**config.mk**
```make
export PLATFORM = sky130hd
export DESIGN_NAME = ibd_core
export DESIGN_NICKNAME = d
export VERILOG_FILES = /design/src/ibd_pkg.sv /design/src/ibd_if.sv /design/src/ibd_decode.sv /design/src/ibd_alu.sv /design/src/ibd_core.sv
export VERILOG_INCLUDE_DIRS = /design/src
export SDC_FILE = /design/constraint.sdc
export NUM_CORES = 1
export LEC_CHECK = 0
export ABC_AREA = 1
export BUFFER_PORTS_ARGS = -buffer_cell sky130_fd_sc_hd__buf_4
export CAP_MARGIN = 20
export CORE_MARGIN = 2
export CORE_UTILIZATION = 60
export CTS_BUF_LIST = sky130_fd_sc_hd__clkbuf_16
export DETAILED_ROUTE_END_ITERATION = 8
export PLACE_DENSITY = 0.85
export RECOVER_POWER = 50
export SLEW_MARGIN = 25
export SYNTH_ARGS = -nofsm -noshare
export SYNTH_HDL_FRONTEND = slang
export SYNTH_SLANG_ARGS = --single-unit
```
**constraint.sdc**
```tcl
create_clock -name core_clk -period 8.8 [get_ports core_clk]
set_input_delay 0 -clock core_clk [delete_from_list [all_inputs] [get_ports core_clk]]
set_output_delay 0 -clock core_clk [all_outputs]
set_load 0.02 [all_outputs]
```
**src/ibd_map.svh**
```systemverilog
// Purpose: Constants for the instruction decoder.
// Assumes: Included by bare name.
// Notes: Step figures are the index of the last step.
`ifndef IBD_MAP_SVH
`define IBD_MAP_SVH
`define IBD_RESET_PC 12'h000
`define IBD_PTR_X_ADDR 8'h80
`define IBD_PTR_Y_ADDR 8'h81
`define IBD_SD_BASE 6'h20
`define IBD_ACC_ADDR 8'hFF
`define IBD_STACK_DEPTH 3'h6
`define IBD_LAST_SHORT 3'h1
`define IBD_LAST_STD 3'h3
`define IBD_LAST_BTEST 3'h4
`define IBD_LO_CALL 4'h1
`define IBD_LO_BTEST 4'h3
`define IBD_LO_SD 4'h5
`define IBD_LO_JUMP 4'h9
`define IBD_LO_BITOP 4'hB
`define IBD_LO_MISC 4'hD
`define IBD_BT_BIAS 12'h002
`endif

```
**src/ibd_pkg.sv**
```systemverilog
// Purpose: Types shared by the instruction decoder files.
// Assumes: Nothing.
// Notes: Codes of ibd_alu_t 0..7 follow opcode high bits 7..5.
package ibd_pkg;
    typedef enum logic [3:0] {
        CL_BRANCH = 4'h0, CL_CALL = 4'h1, CL_JUMP = 4'h2, CL_BTEST = 4'h3,
        CL_BITOP = 4'h4, CL_MEM = 4'h5, CL_LDIMEM = 4'h6, CL_ACC = 4'h7,
        CL_RET = 4'h8, CL_INTERRUPT_EXIT = 4'h9, CL_STOP = 4'hA, CL_WAIT = 4'hB,
        CL_ILLEGAL = 4'hC
    } ibd_class_t;
    typedef enum logic [2:0] {
        MD_NONE = 3'h0, MD_SD = 3'h1, MD_DIR = 3'h2, MD_IND = 3'h3, MD_IMM = 3'h4
    } ibd_mode_t;
    typedef enum logic [3:0] {
        AL_LD = 4'h0, AL_CP = 4'h1, AL_ADD = 4'h2, AL_INC = 4'h3,
        AL_STORE = 4'h4, AL_AND = 4'h5, AL_SUB = 4'h6, AL_DEC = 4'h7,
        AL_COM = 4'h8, AL_RLC = 4'h9, AL_BSET = 4'hA, AL_BCLR = 4'hB
    } ibd_alu_t;
    typedef enum logic {RUN_EXEC = 1'b0, RUN_HALT = 1'b1} ibd_run_t;
    typedef struct packed {
        ibd_class_t cls;
        ibd_mode_t mode;
        ibd_alu_t alu;
        logic [1:0] sd_idx;
        logic [2:0] bitn;
        logic [2:0] last;
        logic [1:0] len;
    } ibd_dec_t;
endpackage : ibd_pkg

```
**src/ibd_if.sv**
```systemverilog
// Purpose: Links the sequencer with its decoder and its arithmetic unit.
// Assumes: All signals are combinational.
// Notes: None.
`timescale 1ns/1ps
interface ibd_if;
    logic [7:0] opcode;
    ibd_pkg::ibd_dec_t dec;
    ibd_pkg::ibd_alu_t alu_op;
    logic [7:0] alu_a;
    logic [7:0] alu_b;
    logic alu_cin;
    logic [2:0] alu_bit;
    logic [7:0] alu_res;
    logic alu_cout;
    modport core(output opcode, alu_op, alu_a, alu_b, alu_cin, alu_bit,
                 input dec, alu_res, alu_cout);
    modport decoder(input opcode, output dec);
    modport alu(input alu_op, alu_a, alu_b, alu_cin, alu_bit, output alu_res, alu_cout);
endinterface : ibd_if

```
**src/ibd_decode.sv**
```systemverilog
// Purpose: Turns one opcode byte into class, mode, length and step count.
// Assumes: Opcode is the first byte of an instruction.
// Notes: Purely combinational.
`timescale 1ns/1ps
`include "ibd_map.svh"
module ibd_decode (
    // Decoder side of the link
    ibd_if.decoder port
);
    logic [3:0] lo;
    logic [3:0] hi;
    assign lo = port.opcode[3:0];
    assign hi = port.opcode[7:4];
    // Opcode map by low nibble, then high nibble.
    always_comb
    begin
        port.dec.cls = ibd_pkg::CL_ILLEGAL;
        port.dec.mode = ibd_pkg::MD_NONE;
        port.dec.alu = ibd_pkg::AL_LD;
        port.dec.sd_idx = hi[3:2];
        port.dec.bitn = {hi[1], hi[2], hi[3]};
        port.dec.last = `IBD_LAST_SHORT;
        port.dec.len = 2'h1;
        if (!lo[0])
        begin
            port.dec.cls = ibd_pkg::CL_BRANCH;
        end
        else if (lo == `IBD_LO_BTEST)
        begin
            port.dec.cls = ibd_pkg::CL_BTEST;
            port.dec.last = `IBD_LAST_BTEST;
            port.dec.len = 2'h3;
        end
        else if (lo == `IBD_LO_BITOP)
        begin
            port.dec.cls = ibd_pkg::CL_BITOP;
            port.dec.alu = hi[0] ? ibd_pkg::AL_BSET : ibd_pkg::AL_BCLR;
            port.dec.last = `IBD_LAST_STD;
            port.dec.len = 2'h2;
        end
        else if (lo == `IBD_LO_CALL || lo == `IBD_LO_JUMP)
        begin
            port.dec.cls = lo[3] ? ibd_pkg::CL_JUMP : ibd_pkg::CL_CALL;
            port.dec.last = `IBD_LAST_STD;
            port.dec.len = 2'h2;
        end
        else if (lo == `IBD_LO_SD)
        begin
            if (hi[0])
            begin
                port.dec.cls = ibd_pkg::CL_MEM;
                port.dec.mode = ibd_pkg::MD_SD;
                port.dec.alu = hi[1] ? ibd_pkg::AL_LD : ibd_pkg::AL_INC;
                port.dec.last = `IBD_LAST_STD;
            end
        end
        else if (lo == `IBD_LO_MISC)
        begin
            port.dec.last = `IBD_LAST_STD;
            case (hi)
                4'h0:
                begin
                    port.dec.cls = ibd_pkg::CL_LDIMEM;
                    port.dec.mode = ibd_pkg::MD_IMM;
                    port.dec.len = 2'h3;
                end
                4'h2:
                begin
                    port.dec.cls = ibd_pkg::CL_ACC;
                    port.dec.alu = ibd_pkg::AL_COM;
                end
                4'hA:
                begin
                    port.dec.cls = ibd_pkg::CL_ACC;
                    port.dec.alu = ibd_pkg::AL_RLC;
                end
                4'h4: port.dec.cls = ibd_pkg::CL_INTERRUPT_EXIT;
                4'h6: port.dec.cls = ibd_pkg::CL_STOP;
                4'hC: port.dec.cls = ibd_pkg::CL_RET;
                4'hE: port.dec.cls = ibd_pkg::CL_WAIT;
                4'h8: port.dec.cls = ibd_pkg::CL_ILLEGAL;
                default:
                begin
                    port.dec.cls = ibd_pkg::CL_MEM;
                    port.dec.mode = ibd_pkg::MD_SD;
                    port.dec.alu = hi[1] ? ibd_pkg::AL_STORE : ibd_pkg::AL_DEC;
                end
            endcase
            if (hi[2] && !hi[0] || hi == 4'h8)
            begin
                port.dec.last = `IBD_LAST_SHORT;
            end
        end
        else
        begin
            port.dec.alu = ibd_pkg::ibd_alu_t'({1'b0, hi[3:1]});
            port.dec.last = `IBD_LAST_STD;
            port.dec.cls = ibd_pkg::CL_MEM;
            if (!hi[0])
            begin
                port.dec.mode = ibd_pkg::MD_IND;
            end
            else if (lo[3])
            begin
                port.dec.mode = ibd_pkg::MD_DIR;
                port.dec.len = 2'h2;
            end
            else if (hi[3:1] == 3'h3 || hi[3:1] == 3'h4 || hi[3:1] == 3'h7)
            begin
                port.dec.cls = ibd_pkg::CL_ILLEGAL;
                port.dec.last = `IBD_LAST_SHORT;
            end
            else
            begin
                port.dec.mode = ibd_pkg::MD_IMM;
                port.dec.len = 2'h2;
            end
        end
    end
endmodule : ibd_decode

```
**src/ibd_alu.sv**
```systemverilog
// Purpose: Byte arithmetic, logic and bit operations with carry.
// Assumes: Operand a is the accumulator, b the memory operand.
// Notes: Purely combinational.
`timescale 1ns/1ps
module ibd_alu (
    // Arithmetic side of the link
    ibd_if.alu port
);
    logic [8:0] sum9;
    logic [8:0] dif9;
    logic [7:0] mask;
    assign sum9 = {1'b0, port.alu_a} + {1'b0, port.alu_b};
    assign dif9 = {1'b0, port.alu_a} - {1'b0, port.alu_b};
    assign mask = 8'h01 << port.alu_bit;
    // Result and carry out; carry passes through where untouched.
    always_comb
    begin
        port.alu_res = port.alu_b;
        port.alu_cout = port.alu_cin;
        case (port.alu_op)
            ibd_pkg::AL_CP, ibd_pkg::AL_SUB: {port.alu_cout, port.alu_res} = dif9;
            ibd_pkg::AL_ADD: {port.alu_cout, port.alu_res} = sum9;
            ibd_pkg::AL_INC: port.alu_res = port.alu_b + 8'h01;
            ibd_pkg::AL_DEC: port.alu_res = port.alu_b - 8'h01;
            ibd_pkg::AL_STORE: port.alu_res = port.alu_a;
            ibd_pkg::AL_AND: port.alu_res = port.alu_a & port.alu_b;
            ibd_pkg::AL_COM: {port.alu_cout, port.alu_res} = {port.alu_a[7], ~port.alu_a};
            ibd_pkg::AL_RLC: {port.alu_cout, port.alu_res} = {port.alu_a, port.alu_cin};
            ibd_pkg::AL_BSET: port.alu_res = port.alu_b | mask;
            ibd_pkg::AL_BCLR: port.alu_res = port.alu_b & ~mask;
            default: port.alu_res = port.alu_b;
        endcase
    end
endmodule : ibd_alu

```
**src/ibd_core.sv**
```systemverilog
// Purpose: Fetch, decode and execute sequencer of a small 8-bit core.
// Assumes: Program and data memories answer in the same cycle as the address.
// Notes: The accumulator also answers at data address FFh.
`timescale 1ns/1ps
`include "ibd_map.svh"
// Notes on behaviour
// - Bit-test branch is three bytes: opcode, tested address, signed displacement.
// - Indirect ops are one byte; pointer at 80h or 81h by opcode bit.
// - Inherent ops decode from the opcode alone, no operand bytes.
// - Only legal opcode cells decode; all other cells are illegal.
// - Constant to memory: three bytes, 4 cycles, flags kept.
// - Moves with accumulator take 4 cycles, set zero, keep carry.
// - Sum, compare, minus set zero and carry; mask sets zero only.
// - Count up or down short-direct locations 80h..83h, direct or indirect locations; zero flag only.
// - Invert and rotate act on accumulator, both flags, 4 cycles.
// - Flag branches: one byte, 2 cycles, flags kept, span -15..+16.
// - Bit branches take 5 cycles, keep zero, load carry.
// - Bit set and clear: two bytes, 4 cycles, any bit, flags kept.
// - Control ops are one byte, 2 cycles; only interrupt exit changes flags.
// - With watchdog selected, stop runs as wait.
// - Long jump and call: two bytes, 4 cycles, 12-bit target.
// - Low nibble 3 bit branch, B bit op; high bits give bit number.
// - Even low nibble short branch; 1 is call, 9 is long jump.
// - Jump target is four opcode bits above the following byte.
// - Opcode bit picks forward or backward; four bits give the span.
// - Unassigned opcode cells never act as a valid operation.
module ibd_core (
    // Clock and reset
    input wire logic core_clk,
    input wire logic rst_n,
    // Program memory
    output logic [11:0] prog_addr,
    input wire logic [7:0] prog_data,
    // Data space
    output logic [7:0] data_addr,
    output logic data_we,
    output logic [7:0] data_wdata,
    input wire logic [7:0] data_rdata,
    // Core control and status
    input wire logic watchdog_sel,
    input wire logic wake,
    output logic flag_z,
    output logic flag_c,
    output logic wait_state,
    output logic stop_state,
    output logic illegal_op
);
    ibd_if link ();
    ibd_pkg::ibd_dec_t dec;
    ibd_pkg::ibd_run_t run_reg;
    logic [2:0] step_reg;
    logic [11:0] pc_reg;
    logic [11:0] pcn_reg;
    logic [11:0] prog_addr_reg;
    logic [7:0] op_reg;
    logic [7:0] b2_reg;
    logic [7:0] opnd_addr_reg;
    logic [7:0] acc_reg;
    logic z_reg;
    logic c_reg;
    logic sz_reg;
    logic sc_reg;
    logic [11:0] stack_mem [0:5];
    logic [2:0] sp_reg;
    logic [7:0] data_addr_reg;
    logic data_we_reg;
    logic [7:0] data_wdata_reg;
    logic wait_reg;
    logic stop_reg;
    logic illegal_reg;
    logic exec;
    logic last;
    logic [3:0] hi;
    logic [3:0] lo;
    logic [7:0] operand;
    logic [7:0] opnd_addr_comb;
    logic br_taken;
    logic [11:0] br_target;
    logic bit_hit;
    logic [11:0] bt_target;
    logic [2:0] top_idx;
    logic writes_mem;
    logic acc_alias;
    logic [7:0] wval;

    ibd_decode u_decode (
        .port(link.decoder)
    );

    ibd_alu u_alu (
        .port(link.alu)
    );

    // Decode the live byte in the first step, the held opcode afterwards.
    assign exec = (run_reg == ibd_pkg::RUN_EXEC);
    assign link.opcode = (step_reg == 3'h0) ? prog_data : op_reg;
    assign dec = link.dec;
    assign last = (step_reg == dec.last);
    assign hi = link.opcode[7:4];
    assign lo = link.opcode[3:0];

    // Immediate values come from the second byte; FFh reads the accumulator.
    assign acc_alias = (opnd_addr_reg == `IBD_ACC_ADDR);
    assign operand = (dec.mode == ibd_pkg::MD_IMM) ? b2_reg :
                     acc_alias ? acc_reg : data_rdata;
    assign link.alu_op = dec.alu;
    assign link.alu_a = acc_reg;
    assign link.alu_b = operand;
    assign link.alu_cin = c_reg;
    assign link.alu_bit = dec.bitn;

    // Operand address issued in the second step.
    always_comb
    begin
        case (dec.mode)
            ibd_pkg::MD_SD: opnd_addr_comb = {`IBD_SD_BASE, dec.sd_idx};
            ibd_pkg::MD_IND: opnd_addr_comb = data_rdata;
            default: opnd_addr_comb = prog_data;
        endcase
    end

    // Short branch condition and target.
    always_comb
    begin
        case (lo[2:1])
            2'b00: br_taken = !z_reg;
            2'b01: br_taken = !c_reg;
            2'b10: br_taken = z_reg;
            default: br_taken = c_reg;
        endcase
    end
    assign br_target = lo[3] ? pc_reg - {8'h00, hi} : pc_reg + {8'h00, hi} + 12'h001;

    // Bit test: sense from opcode, displacement is the third byte.
    assign bit_hit = (operand[dec.bitn] == hi[0]);
    assign bt_target = pc_reg + `IBD_BT_BIAS + {{4{prog_data[7]}}, prog_data};
    assign top_idx = (sp_reg == 3'h0) ? 3'h0 : sp_reg - 3'h1;

    // Memory writes and the value written.
    assign writes_mem = (dec.cls == ibd_pkg::CL_BITOP) || (dec.cls == ibd_pkg::CL_LDIMEM) ||
                        (dec.cls == ibd_pkg::CL_MEM && (dec.alu == ibd_pkg::AL_INC ||
                         dec.alu == ibd_pkg::AL_DEC || dec.alu == ibd_pkg::AL_STORE));
    assign wval = (dec.cls == ibd_pkg::CL_LDIMEM) ? prog_data : link.alu_res;

    // Step counter and the halt states.
    always_ff @(posedge core_clk or negedge rst_n)
    begin
        if (!rst_n)
        begin
            run_reg <= ibd_pkg::RUN_EXEC;
            step_reg <= 3'h0;
            wait_reg <= 1'b0;
            stop_reg <= 1'b0;
        end
        else if (!exec)
        begin
            if (wake)
            begin
                run_reg <= ibd_pkg::RUN_EXEC;
                wait_reg <= 1'b0;
                stop_reg <= 1'b0;
            end
        end
        else if (last)
        begin
            step_reg <= 3'h0;
            if (dec.cls == ibd_pkg::CL_STOP || dec.cls == ibd_pkg::CL_WAIT)
            begin
                run_reg <= ibd_pkg::RUN_HALT;
                stop_reg <= (dec.cls == ibd_pkg::CL_STOP) && !watchdog_sel;
                wait_reg <= (dec.cls == ibd_pkg::CL_WAIT) || watchdog_sel;
            end
        end
        else
        begin
            step_reg <= step_reg + 3'h1;
        end
    end

    // Opcode, second byte and operand address holding.
    always_ff @(posedge core_clk or negedge rst_n)
    begin
        if (!rst_n)
        begin
            op_reg <= 8'h00;
            b2_reg <= 8'h00;
            opnd_addr_reg <= 8'h00;
        end
        else if (exec && step_reg == 3'h0)
        begin
            op_reg <= prog_data;
        end
        else if (exec && step_reg == 3'h1)
        begin
            b2_reg <= prog_data;
            opnd_addr_reg <= opnd_addr_comb;
        end
    end

    // Next program address, set in the first step; jumps and calls redo it in the second, bit tests in the third.
    always_ff @(posedge core_clk or negedge rst_n)
    begin
        if (!rst_n)
        begin
            pcn_reg <= `IBD_RESET_PC;
        end
        else if (exec && step_reg == 3'h0)
        begin
            case (dec.cls)
                ibd_pkg::CL_BRANCH: pcn_reg <= br_taken ? br_target : pc_reg + 12'h001;
                ibd_pkg::CL_RET, ibd_pkg::CL_INTERRUPT_EXIT: pcn_reg <= stack_mem[top_idx];
                default: pcn_reg <= pc_reg + {10'h000, dec.len};
            endcase
        end
        else if (exec && step_reg == 3'h1)
        begin
            if (dec.cls == ibd_pkg::CL_CALL || dec.cls == ibd_pkg::CL_JUMP)
            begin
                pcn_reg <= {op_reg[7:4], prog_data};
            end
        end
        else if (exec && step_reg == 3'h2 && dec.cls == ibd_pkg::CL_BTEST)
        begin
            pcn_reg <= bit_hit ? bt_target : pcn_reg;
        end
    end

    // Program counter and fetch address.
    always_ff @(posedge core_clk or negedge rst_n)
    begin
        if (!rst_n)
        begin
            pc_reg <= `IBD_RESET_PC;
            prog_addr_reg <= `IBD_RESET_PC;
        end
        else if (exec && last)
        begin
            pc_reg <= pcn_reg;
            prog_addr_reg <= pcn_reg;
        end
        else if (exec && step_reg == 3'h0)
        begin
            prog_addr_reg <= pc_reg + 12'h001;
        end
        else if (exec && step_reg == 3'h1)
        begin
            prog_addr_reg <= pc_reg + 12'h002;
        end
    end

    // Data space address and one-cycle write strobe.
    always_ff @(posedge core_clk or negedge rst_n)
    begin
        if (!rst_n)
        begin
            data_addr_reg <= 8'h00;
            data_we_reg <= 1'b0;
            data_wdata_reg <= 8'h00;
        end
        else
        begin
            data_we_reg <= 1'b0;
            if (exec && step_reg == 3'h0 && dec.mode == ibd_pkg::MD_IND)
            begin
                data_addr_reg <= lo[3] ? `IBD_PTR_Y_ADDR : `IBD_PTR_X_ADDR;
            end
            else if (exec && step_reg == 3'h1)
            begin
                data_addr_reg <= opnd_addr_comb;
            end
            else if (exec && step_reg == 3'h2 && writes_mem && !acc_alias)
            begin
                data_we_reg <= 1'b1;
                data_wdata_reg <= wval;
            end
        end
    end

    // Accumulator and flags, settled in the third step; interrupt exit restores the flags in the first.
    always_ff @(posedge core_clk or negedge rst_n)
    begin
        if (!rst_n)
        begin
            acc_reg <= 8'h00;
            z_reg <= 1'b0;
            c_reg <= 1'b0;
        end
        else if (exec && step_reg == 3'h0 && dec.cls == ibd_pkg::CL_INTERRUPT_EXIT)
        begin
            z_reg <= sz_reg;
            c_reg <= sc_reg;
        end
        else if (exec && step_reg == 3'h2)
        begin
            if (dec.cls == ibd_pkg::CL_BTEST)
            begin
                c_reg <= operand[dec.bitn];
            end
            if (dec.cls == ibd_pkg::CL_MEM || dec.cls == ibd_pkg::CL_ACC)
            begin
                z_reg <= (link.alu_res == 8'h00);
            end
            if (dec.cls == ibd_pkg::CL_ACC || (dec.cls == ibd_pkg::CL_MEM &&
                (dec.alu == ibd_pkg::AL_CP || dec.alu == ibd_pkg::AL_ADD ||
                 dec.alu == ibd_pkg::AL_SUB)))
            begin
                c_reg <= link.alu_cout;
            end
            if (dec.cls == ibd_pkg::CL_ACC || (dec.cls == ibd_pkg::CL_MEM &&
                (dec.alu == ibd_pkg::AL_LD || dec.alu == ibd_pkg::AL_ADD ||
                 dec.alu == ibd_pkg::AL_AND || dec.alu == ibd_pkg::AL_SUB)))
            begin
                acc_reg <= link.alu_res;
            end
            else if (writes_mem && acc_alias)
            begin
                acc_reg <= wval;
            end
        end
    end

    // Return stack of six entries; flags are saved with each call.
    always_ff @(posedge core_clk or negedge rst_n)
    begin
        if (!rst_n)
        begin
            sp_reg <= 3'h0;
            sz_reg <= 1'b0;
            sc_reg <= 1'b0;
            for (int i = 0; i < 6; i++)
            begin
                stack_mem[i] <= `IBD_RESET_PC;
            end
        end
        else if (exec && step_reg == 3'h1 && dec.cls == ibd_pkg::CL_CALL)
        begin
            sz_reg <= z_reg;
            sc_reg <= c_reg;
            if (sp_reg != `IBD_STACK_DEPTH)
            begin
                stack_mem[sp_reg] <= pc_reg + 12'h002;
                sp_reg <= sp_reg + 3'h1;
            end
        end
        else if (exec && step_reg == 3'h0 && sp_reg != 3'h0 &&
                 (dec.cls == ibd_pkg::CL_RET || dec.cls == ibd_pkg::CL_INTERRUPT_EXIT))
        begin
            sp_reg <= sp_reg - 3'h1;
        end
    end

    // One-cycle mark for an opcode from an unassigned cell.
    always_ff @(posedge core_clk or negedge rst_n)
    begin
        if (!rst_n)
        begin
            illegal_reg <= 1'b0;
        end
        else
        begin
            illegal_reg <= exec && step_reg == 3'h0 && dec.cls == ibd_pkg::CL_ILLEGAL;
        end
    end

    // Outputs straight from their flip-flops.
    assign prog_addr = prog_addr_reg;
    assign data_addr = data_addr_reg;
    assign data_we = data_we_reg;
    assign data_wdata = data_wdata_reg;
    assign flag_z = z_reg;
    assign flag_c = c_reg;
    assign wait_state = wait_reg;
    assign stop_state = stop_reg;
    assign illegal_op = illegal_reg;
endmodule : ibd_core

```
# After elaboration in Yosys (flattened, before gate mapping)
# Cells that the tools add are included.
word_totals:
  out_inout_bits: 34
  wordCells: 288
  inputBits: 20
  ff_bits: 171
classes:
  reduce_logical: 79
  shifts: 1
  eq_ne: 54
  n_addsub: 14
  n_bitwise: 12
  n_mux: 98
  magnitude_cmp: 4
op_table:
  columns: ["operator", "n"]
  rows:
  - ["$mux 12", 13]
  - ["$pmux 8 s10", 1]
  - ["$bwmux 72", 1]
  - ["$eq 4x4->1 const B", 16]
  - ["$mux 8", 8]
  - ["$eq 4x3->1 const B", 11]
  - ["$bmux 12 s3", 1]
  - ["$demux 12 s3", 1]
  - ["$mux 11", 3]
  - ["$mux 3", 11]
  - ["$mux 4", 8]
  - ["$mux 5", 6]
  - ["$pmux 4 s7", 1]
  - ["$add 12x1->12 const B", 2]
  - ["$eq 4x2->1 const B", 6]
  - ["$mux 1", 24]
  - ["$pmux 12 s2", 1]
  - ["$mux 7", 3]
  - ["$logic_and 1x1->1", 20]
  - ["$logic_or 1x1->1", 20]
  - ["$mux 2", 10]
  - ["$and 8x8->8", 2]
  - ["$not 8->8", 2]
  - ["$pmux 8 s2", 1]
  - ["47 further kinds", 90]

# Longest topological paths before layout
depth:
  word_depth: 24
  mapped_depth: 34
  mapped_depth_nobuf: 32

# Modules after synthesis
# A second synthesis with hierarchy kept.
hier_totals:
  hier_cells: 1916
  hier_area_um2: 13060.0
by_module_without_submodules:
  columns: ["module", "area_per_inst_um2", "seq_area_each_um2", "instances", "cells_per_inst"]
  rows:
  - ["ibd_core", 10886.7, 4279.1, 1, 1485]
  - ["ibd_alu", 1724.2, 0.0, 1, 338]
  - ["ibd_decode", 449.2, 0.0, 1, 93]

# Worst setup path after synthesis
# OpenSTA, ideal clock, no wires.
synth_timing:
  path_type: "register -> register"
  from: "register step_reg[0]"
  to: "register acc_reg[6]"
  path_stages_with_launch: 32
  slack_ns: 4.778
  setup_ns: 0.125
  t_arrival_ns: 3.898
  path_cell_list: "dfrtp_1 > inv_1 > ha_1 > buf_4 > nand2_4 > buf_6 > o21ai_4 > nand2_4 > nor2_2 > nand2_2 > nand2_2 > nand2_4 > buf_6 > nand2_1 > nand2_1 > inv_1 > ha_1 > inv_1 > fa_1 > nor2_1 > o21ai_0 > nand2_1 > nand2_1 > nand2_1 > a21oi_1 > or2_2 > nand4_1 > nand2_1 > nor2_1 > nand4_1 > o21ai_0 > o21ai_1"
synth_between:
  elab_chain_len: 21
  elab_cells_between_ends: 101
  cone_classes: "add/sub (4); eq/ne (34); shift (1); mux (31); bitwise (5); reduce/logical (26)"
synth_rtl:
  columns: ["element", "line_no", "rtl"]
  rows:
  - ["start, declared", "ibd_core.sv:51", "logic [2:0] step_reg;"]
  - ["start signal, assigned", "ibd_core.sv:176", "step_reg <= step_reg + 3'h1;"]
  - ["$logic_not 3->1", "ibd_core.sv:96, ibd_core.sv:288", null]
  - ["$mux 8", "ibd_core.sv:96", "assign link.opcode = (step_reg == 3'h0) ? prog_data : op_reg;"]
  - ["$eq 3x2->1 / $eq 3x3->1 (equally long branches)", "ibd_decode.sv:108", "else if (hi[3:1] == 3'h3 || hi[3:1] == 3'h4 || hi[3:1] == 3'h7)"]
  - ["$logic_or 1x1->1 (2 in a row)", "ibd_decode.sv:108", null]
  - ["$mux 3", "ibd_decode.sv:108", null]
  - ["$mux 3", "ibd_decode.sv:103", "else if (lo[3])"]
  - ["$mux 3", "ibd_decode.sv:99", "if (!hi[0])"]
  - ["$mux 11", "ibd_decode.sv:57", "else if (lo == `IBD_LO_MISC)"]
  - ["[4 not listed]", null, null]
  - ["$mux 7", "ibd_decode.sv:24", "if (!lo[0])"]
  - ["$eq 3x3->1", "ibd_core.sv:104", "assign operand = (dec.mode == ibd_pkg::MD_IMM) ? b2_reg :"]
  - ["$mux 8", "ibd_core.sv:104", null]
  - ["$sub 8x1->8, or another cell as far along", "ibd_alu.sv:24", "ibd_pkg::AL_DEC: port.alu_res = port.alu_b - 8'h01;"]
  - ["$pmux 8 s10", "ibd_alu.sv:20", "case (port.alu_op)"]
  - ["$mux 8", "ibd_core.sv:143", "assign wval = (dec.cls == ibd_pkg::CL_LDIMEM) ? prog_data : link.alu_res;"]
  - ["$mux 8", "ibd_core.sv:315", "else if (writes_mem && acc_alias)"]
  - ["$mux 8", "ibd_core.sv:309", "if (dec.cls == ibd_pkg::CL_ACC || (dec.cls == ibd_pkg::CL_MEM &&"]
  - ["end signal, assigned", "ibd_core.sv:313", "acc_reg <= link.alu_res;"]
  - ["end signal, assigned", "ibd_core.sv:317", "acc_reg <= wval;"]
  - ["end, declared", "ibd_core.sv:58", "logic [7:0] acc_reg;"]
# Parallel ways exist; a longest one is shown, timed or not. The select of a mux whose other input is x is not followed.
# A chain may end at the register's enable or synchronous reset.

==> out/metrics.cfg <==
[status]
outcome=finished with violations
violations=capacitance limit, slew limit

[global_route]
grt_max_degree=116
grt_usage_pct=39.3
grt_pass1_wl_mm=65.9
grt_pass1_vias=12000
overflow=0
antenna_found_initial=0

[synth]
syn-cell-area_sq_um=12400
syn-num-nets=1875
synth_top_cells_by_count=nand2_1, o21ai_0, dfrtp_1
yosys_warnings=0
yosysTopAreaCellShare_pct=34.5
synth_ff_type=dfrtp_1
netlist_instances=1792
async_flop_share_pct=100
synth_edf_count=0
synth_seq_area_share_pct=34.5
post-synth-top-count-cell=nand2_1
synth-seq-cells=171
synth_cell_types=49
syn_area_per_cell_sq_um=6.92
synth_top_cells_by_area=dfrtp_1, nand2_1, o21ai_0, ha_1, inv_1
yosysTopAreaCell=dfrtp_1

[critical_path]
worstSetupStartpoint=rst_n
critPathMaxStageDelay_ns=4.30
cp.required_ns=7.84
startpoint_type=input port
cp_num_buf_inv=2
worstSetupEndpointType=asynchronous set/reset pin
worstSetupPathType=input port to asynchronous set/reset pin
critical_path_depth=2
worstRegToRegCells=29
cp_max_fo=115
critical-path-top-delay-family=buffers and inverters
slowest_stage=clkbuf_1
cp.arrival_ns=4.98
crit-reg2reg-launch=step_reg[0]$_DFFE_PN0N_
path_cells=dlygate4sd3_1 -> clkbuf_1

[clock_network]
cts_buffers=17
clock_path_buffers=2
cts_sinks=171
clk-insertion-delay-late_ns=0.45
postCtsSetupBuffers=0
cts_htree_levels=4
clk_pin_slew_ns=0.07
clock-root-buffer=clkbuf_16
cts_tree=done

[job]
cap_viol_max_count=1

[final_layout]
multiInputGateArea_sq_um=7160
fin_nets=1910
fin_area_sq_um=13600
regMostFlops=stack_mem
syn_to_final_growth_pct=9.57
diodes=0
num-fill-cells=1791
ff_latch_area_sq_um=4280
largest_reg_flops=72
drive_gt1_share_pct=6.63

[placed_design]
port_buffers=53
routabilityCongestion=1.05
place_hpwl_mm=31.7
placed_area_sq_um=12900

[min_path]
hold_path.class=input port to register
holdPathStages=3
min-delay-start=wake

[floorplanning]
die_x_microns=148
core-area_sq_um=20200
initial_core_util_pct=61.3
die_y_microns=148
rows=52
io_pins=54
die_area_sq_um=21800

[power]
clkPwrFrac_pct=13.5
ir_worst_vdd_mv=0.208
p_leak_nw=6.68
power_density_nw_per_um2=423
p_switching_w=0.00330
seqPwrFrac_pct=21.0
p_int_w=0.00246
p_comb_share_pct=65.5
p_sw_share_pct=57.3

[sta]
max_freq_mhz=168
setup_tns_ns=0
tightest_slew_ns=6.21
period_minus_slack_ns=5.94
whs_ns=0.290
fin_skew_ns=0.0139
rsz0062_at_grt=no
slew_headroom_pct=-314
period_share_pct=67.4
hold_violations=0
drv_slew=116
setup_viol=0

[detailed_routing]
ant_nets=0
vias=12700
route.detailed.drc=0
routed_wl_mm=42.5
drtIter0Drc=1269
firstDrtPassIters=6
wl_per_cell_microns=20.1
drt-vias-per-instance=6.02

-- cell families after synthesis --
family	synth area share [%]
AO/OA/AOI/OAI	17.6
multiplexers	0.0807
AND/OR/NAND/NOR	29.9
flip-flops	34.5
buffers and inverters	7.81
XOR/XNOR	3.39
adder cells (fa/ha/maj)	6.78
-- layer usage --
layer  wire length (microns)  global-route usage, %  vias to the layer above
met5                       0                      0                        -
met2                   19800                   63.6                      638
met4                    2650                   22.4                        0
met1                   16800                   50.1                     5940
li1                        -                      -                     5971
met3                    3260                   6.57                      149
-- worst paths after layout --
check | end | slack (ns)
max in group core_clk | flag_z$_DFFE_PN0P_ | 3.20
min reg2reg | pcn_reg[10]$_DFFE_PN0P_ | 0.48
min in group asynchronous | stack_mem[19]$_DFFE_PN0P_ | 2.43
max reg2reg | flag_z$_DFFE_PN0P_ | 3.20
min | run_reg$_DFF_PN0_ | 0.29
max | pc_reg[6]$_DFFE_PN0P_ | 2.86
-- timing repair --
item / 4_1_cts / 5_1_grt
hold endpoints to repair: 144 / 0
gates resized for setup: 0 / 0
hold buffers: 19 / 0
-- layout by cell type (no fill, tap or decap), types with 3 or more instances in the layout --
| cell | instances |
|---|---|
| nand3b_1 | 6 |
| inv_1 | 165 |
| xor2_1 | 42 |
| inv_6 | 3 |
| xnor2_1 | 6 |
| dfrtp_1 | 171 |
| o211ai_1 | 20 |
| clkbuf_1 | 36 |
| a21oi_1 | 76 |
| buf_4 | 23 |
| o311ai_0 | 5 |
| o21a_1 | 3 |
| nand2_2 | 19 |
| o21bai_1 | 5 |
| or2_2 | 8 |
| nand2_1 | 536 |
| o2111ai_1 | 3 |
| a31oi_1 | 7 |
| inv_2 | 9 |
| nand3_2 | 4 |
| a22oi_1 | 5 |
| clkbuf_16 | 17 |
| nand4_1 | 20 |
| o21ai_2 | 5 |
| nand2_4 | 5 |
| clkinv_8 | 8 |
| nor3_1 | 16 |
| nand3_1 | 123 |
| o22ai_1 | 9 |
| nor2_2 | 7 |
| clkinv_1 | 6 |
| o21ai_1 | 17 |
| nor2_1 | 123 |
| fa_1 | 7 |
| o21ai_4 | 3 |
| ha_1 | 56 |
| o21ai_0 | 228 |
| dlygate4sd3_1 | 19 |
-- power by group through the flow --
stage	sequential (W)	combinational, W	clock [W]
after floorplan	0.00121	0.00258	0
after global placement	0.00121	0.00367	0
after detailed placement	0.00121	0.00369	0
after CTS	0.00120	0.00373	0.000781
after global routing	0.00123	0.00411	0.000814
final	0.00121	0.00377	0.000780
-- cell type report --
cell class | instances | area share, %
Timing Repair Buffer | 78 | 3.66
Clock inverter | 15 | 1.53
Clock buffer | 17 | 3.13
Inverter | 181 | 5.02
Multi-Input combinational cell | 1378 | 52.7
Sequential cell | 171 | 31.5
Tap cell | 270 | 2.49
-- through the flow --
stage | worst slack, ns | total power, W | utilization (%) | cells
floorplan | 4.78 | 0.00379 | - | 1792
global placement | 3.48 | 0.00488 | 63.8 | 2059
detailed placement | 3.34 | 0.00491 | 63.8 | 2059
CTS | 3.30 | 0.00571 | 67.9 | 2110
global route | 1.53 | 0.00616 | 67.2 | 2110
finish | 2.86 | 0.00576 | 67.2 | 2110
Note: power is estimated with default switching activity, not from simulation.
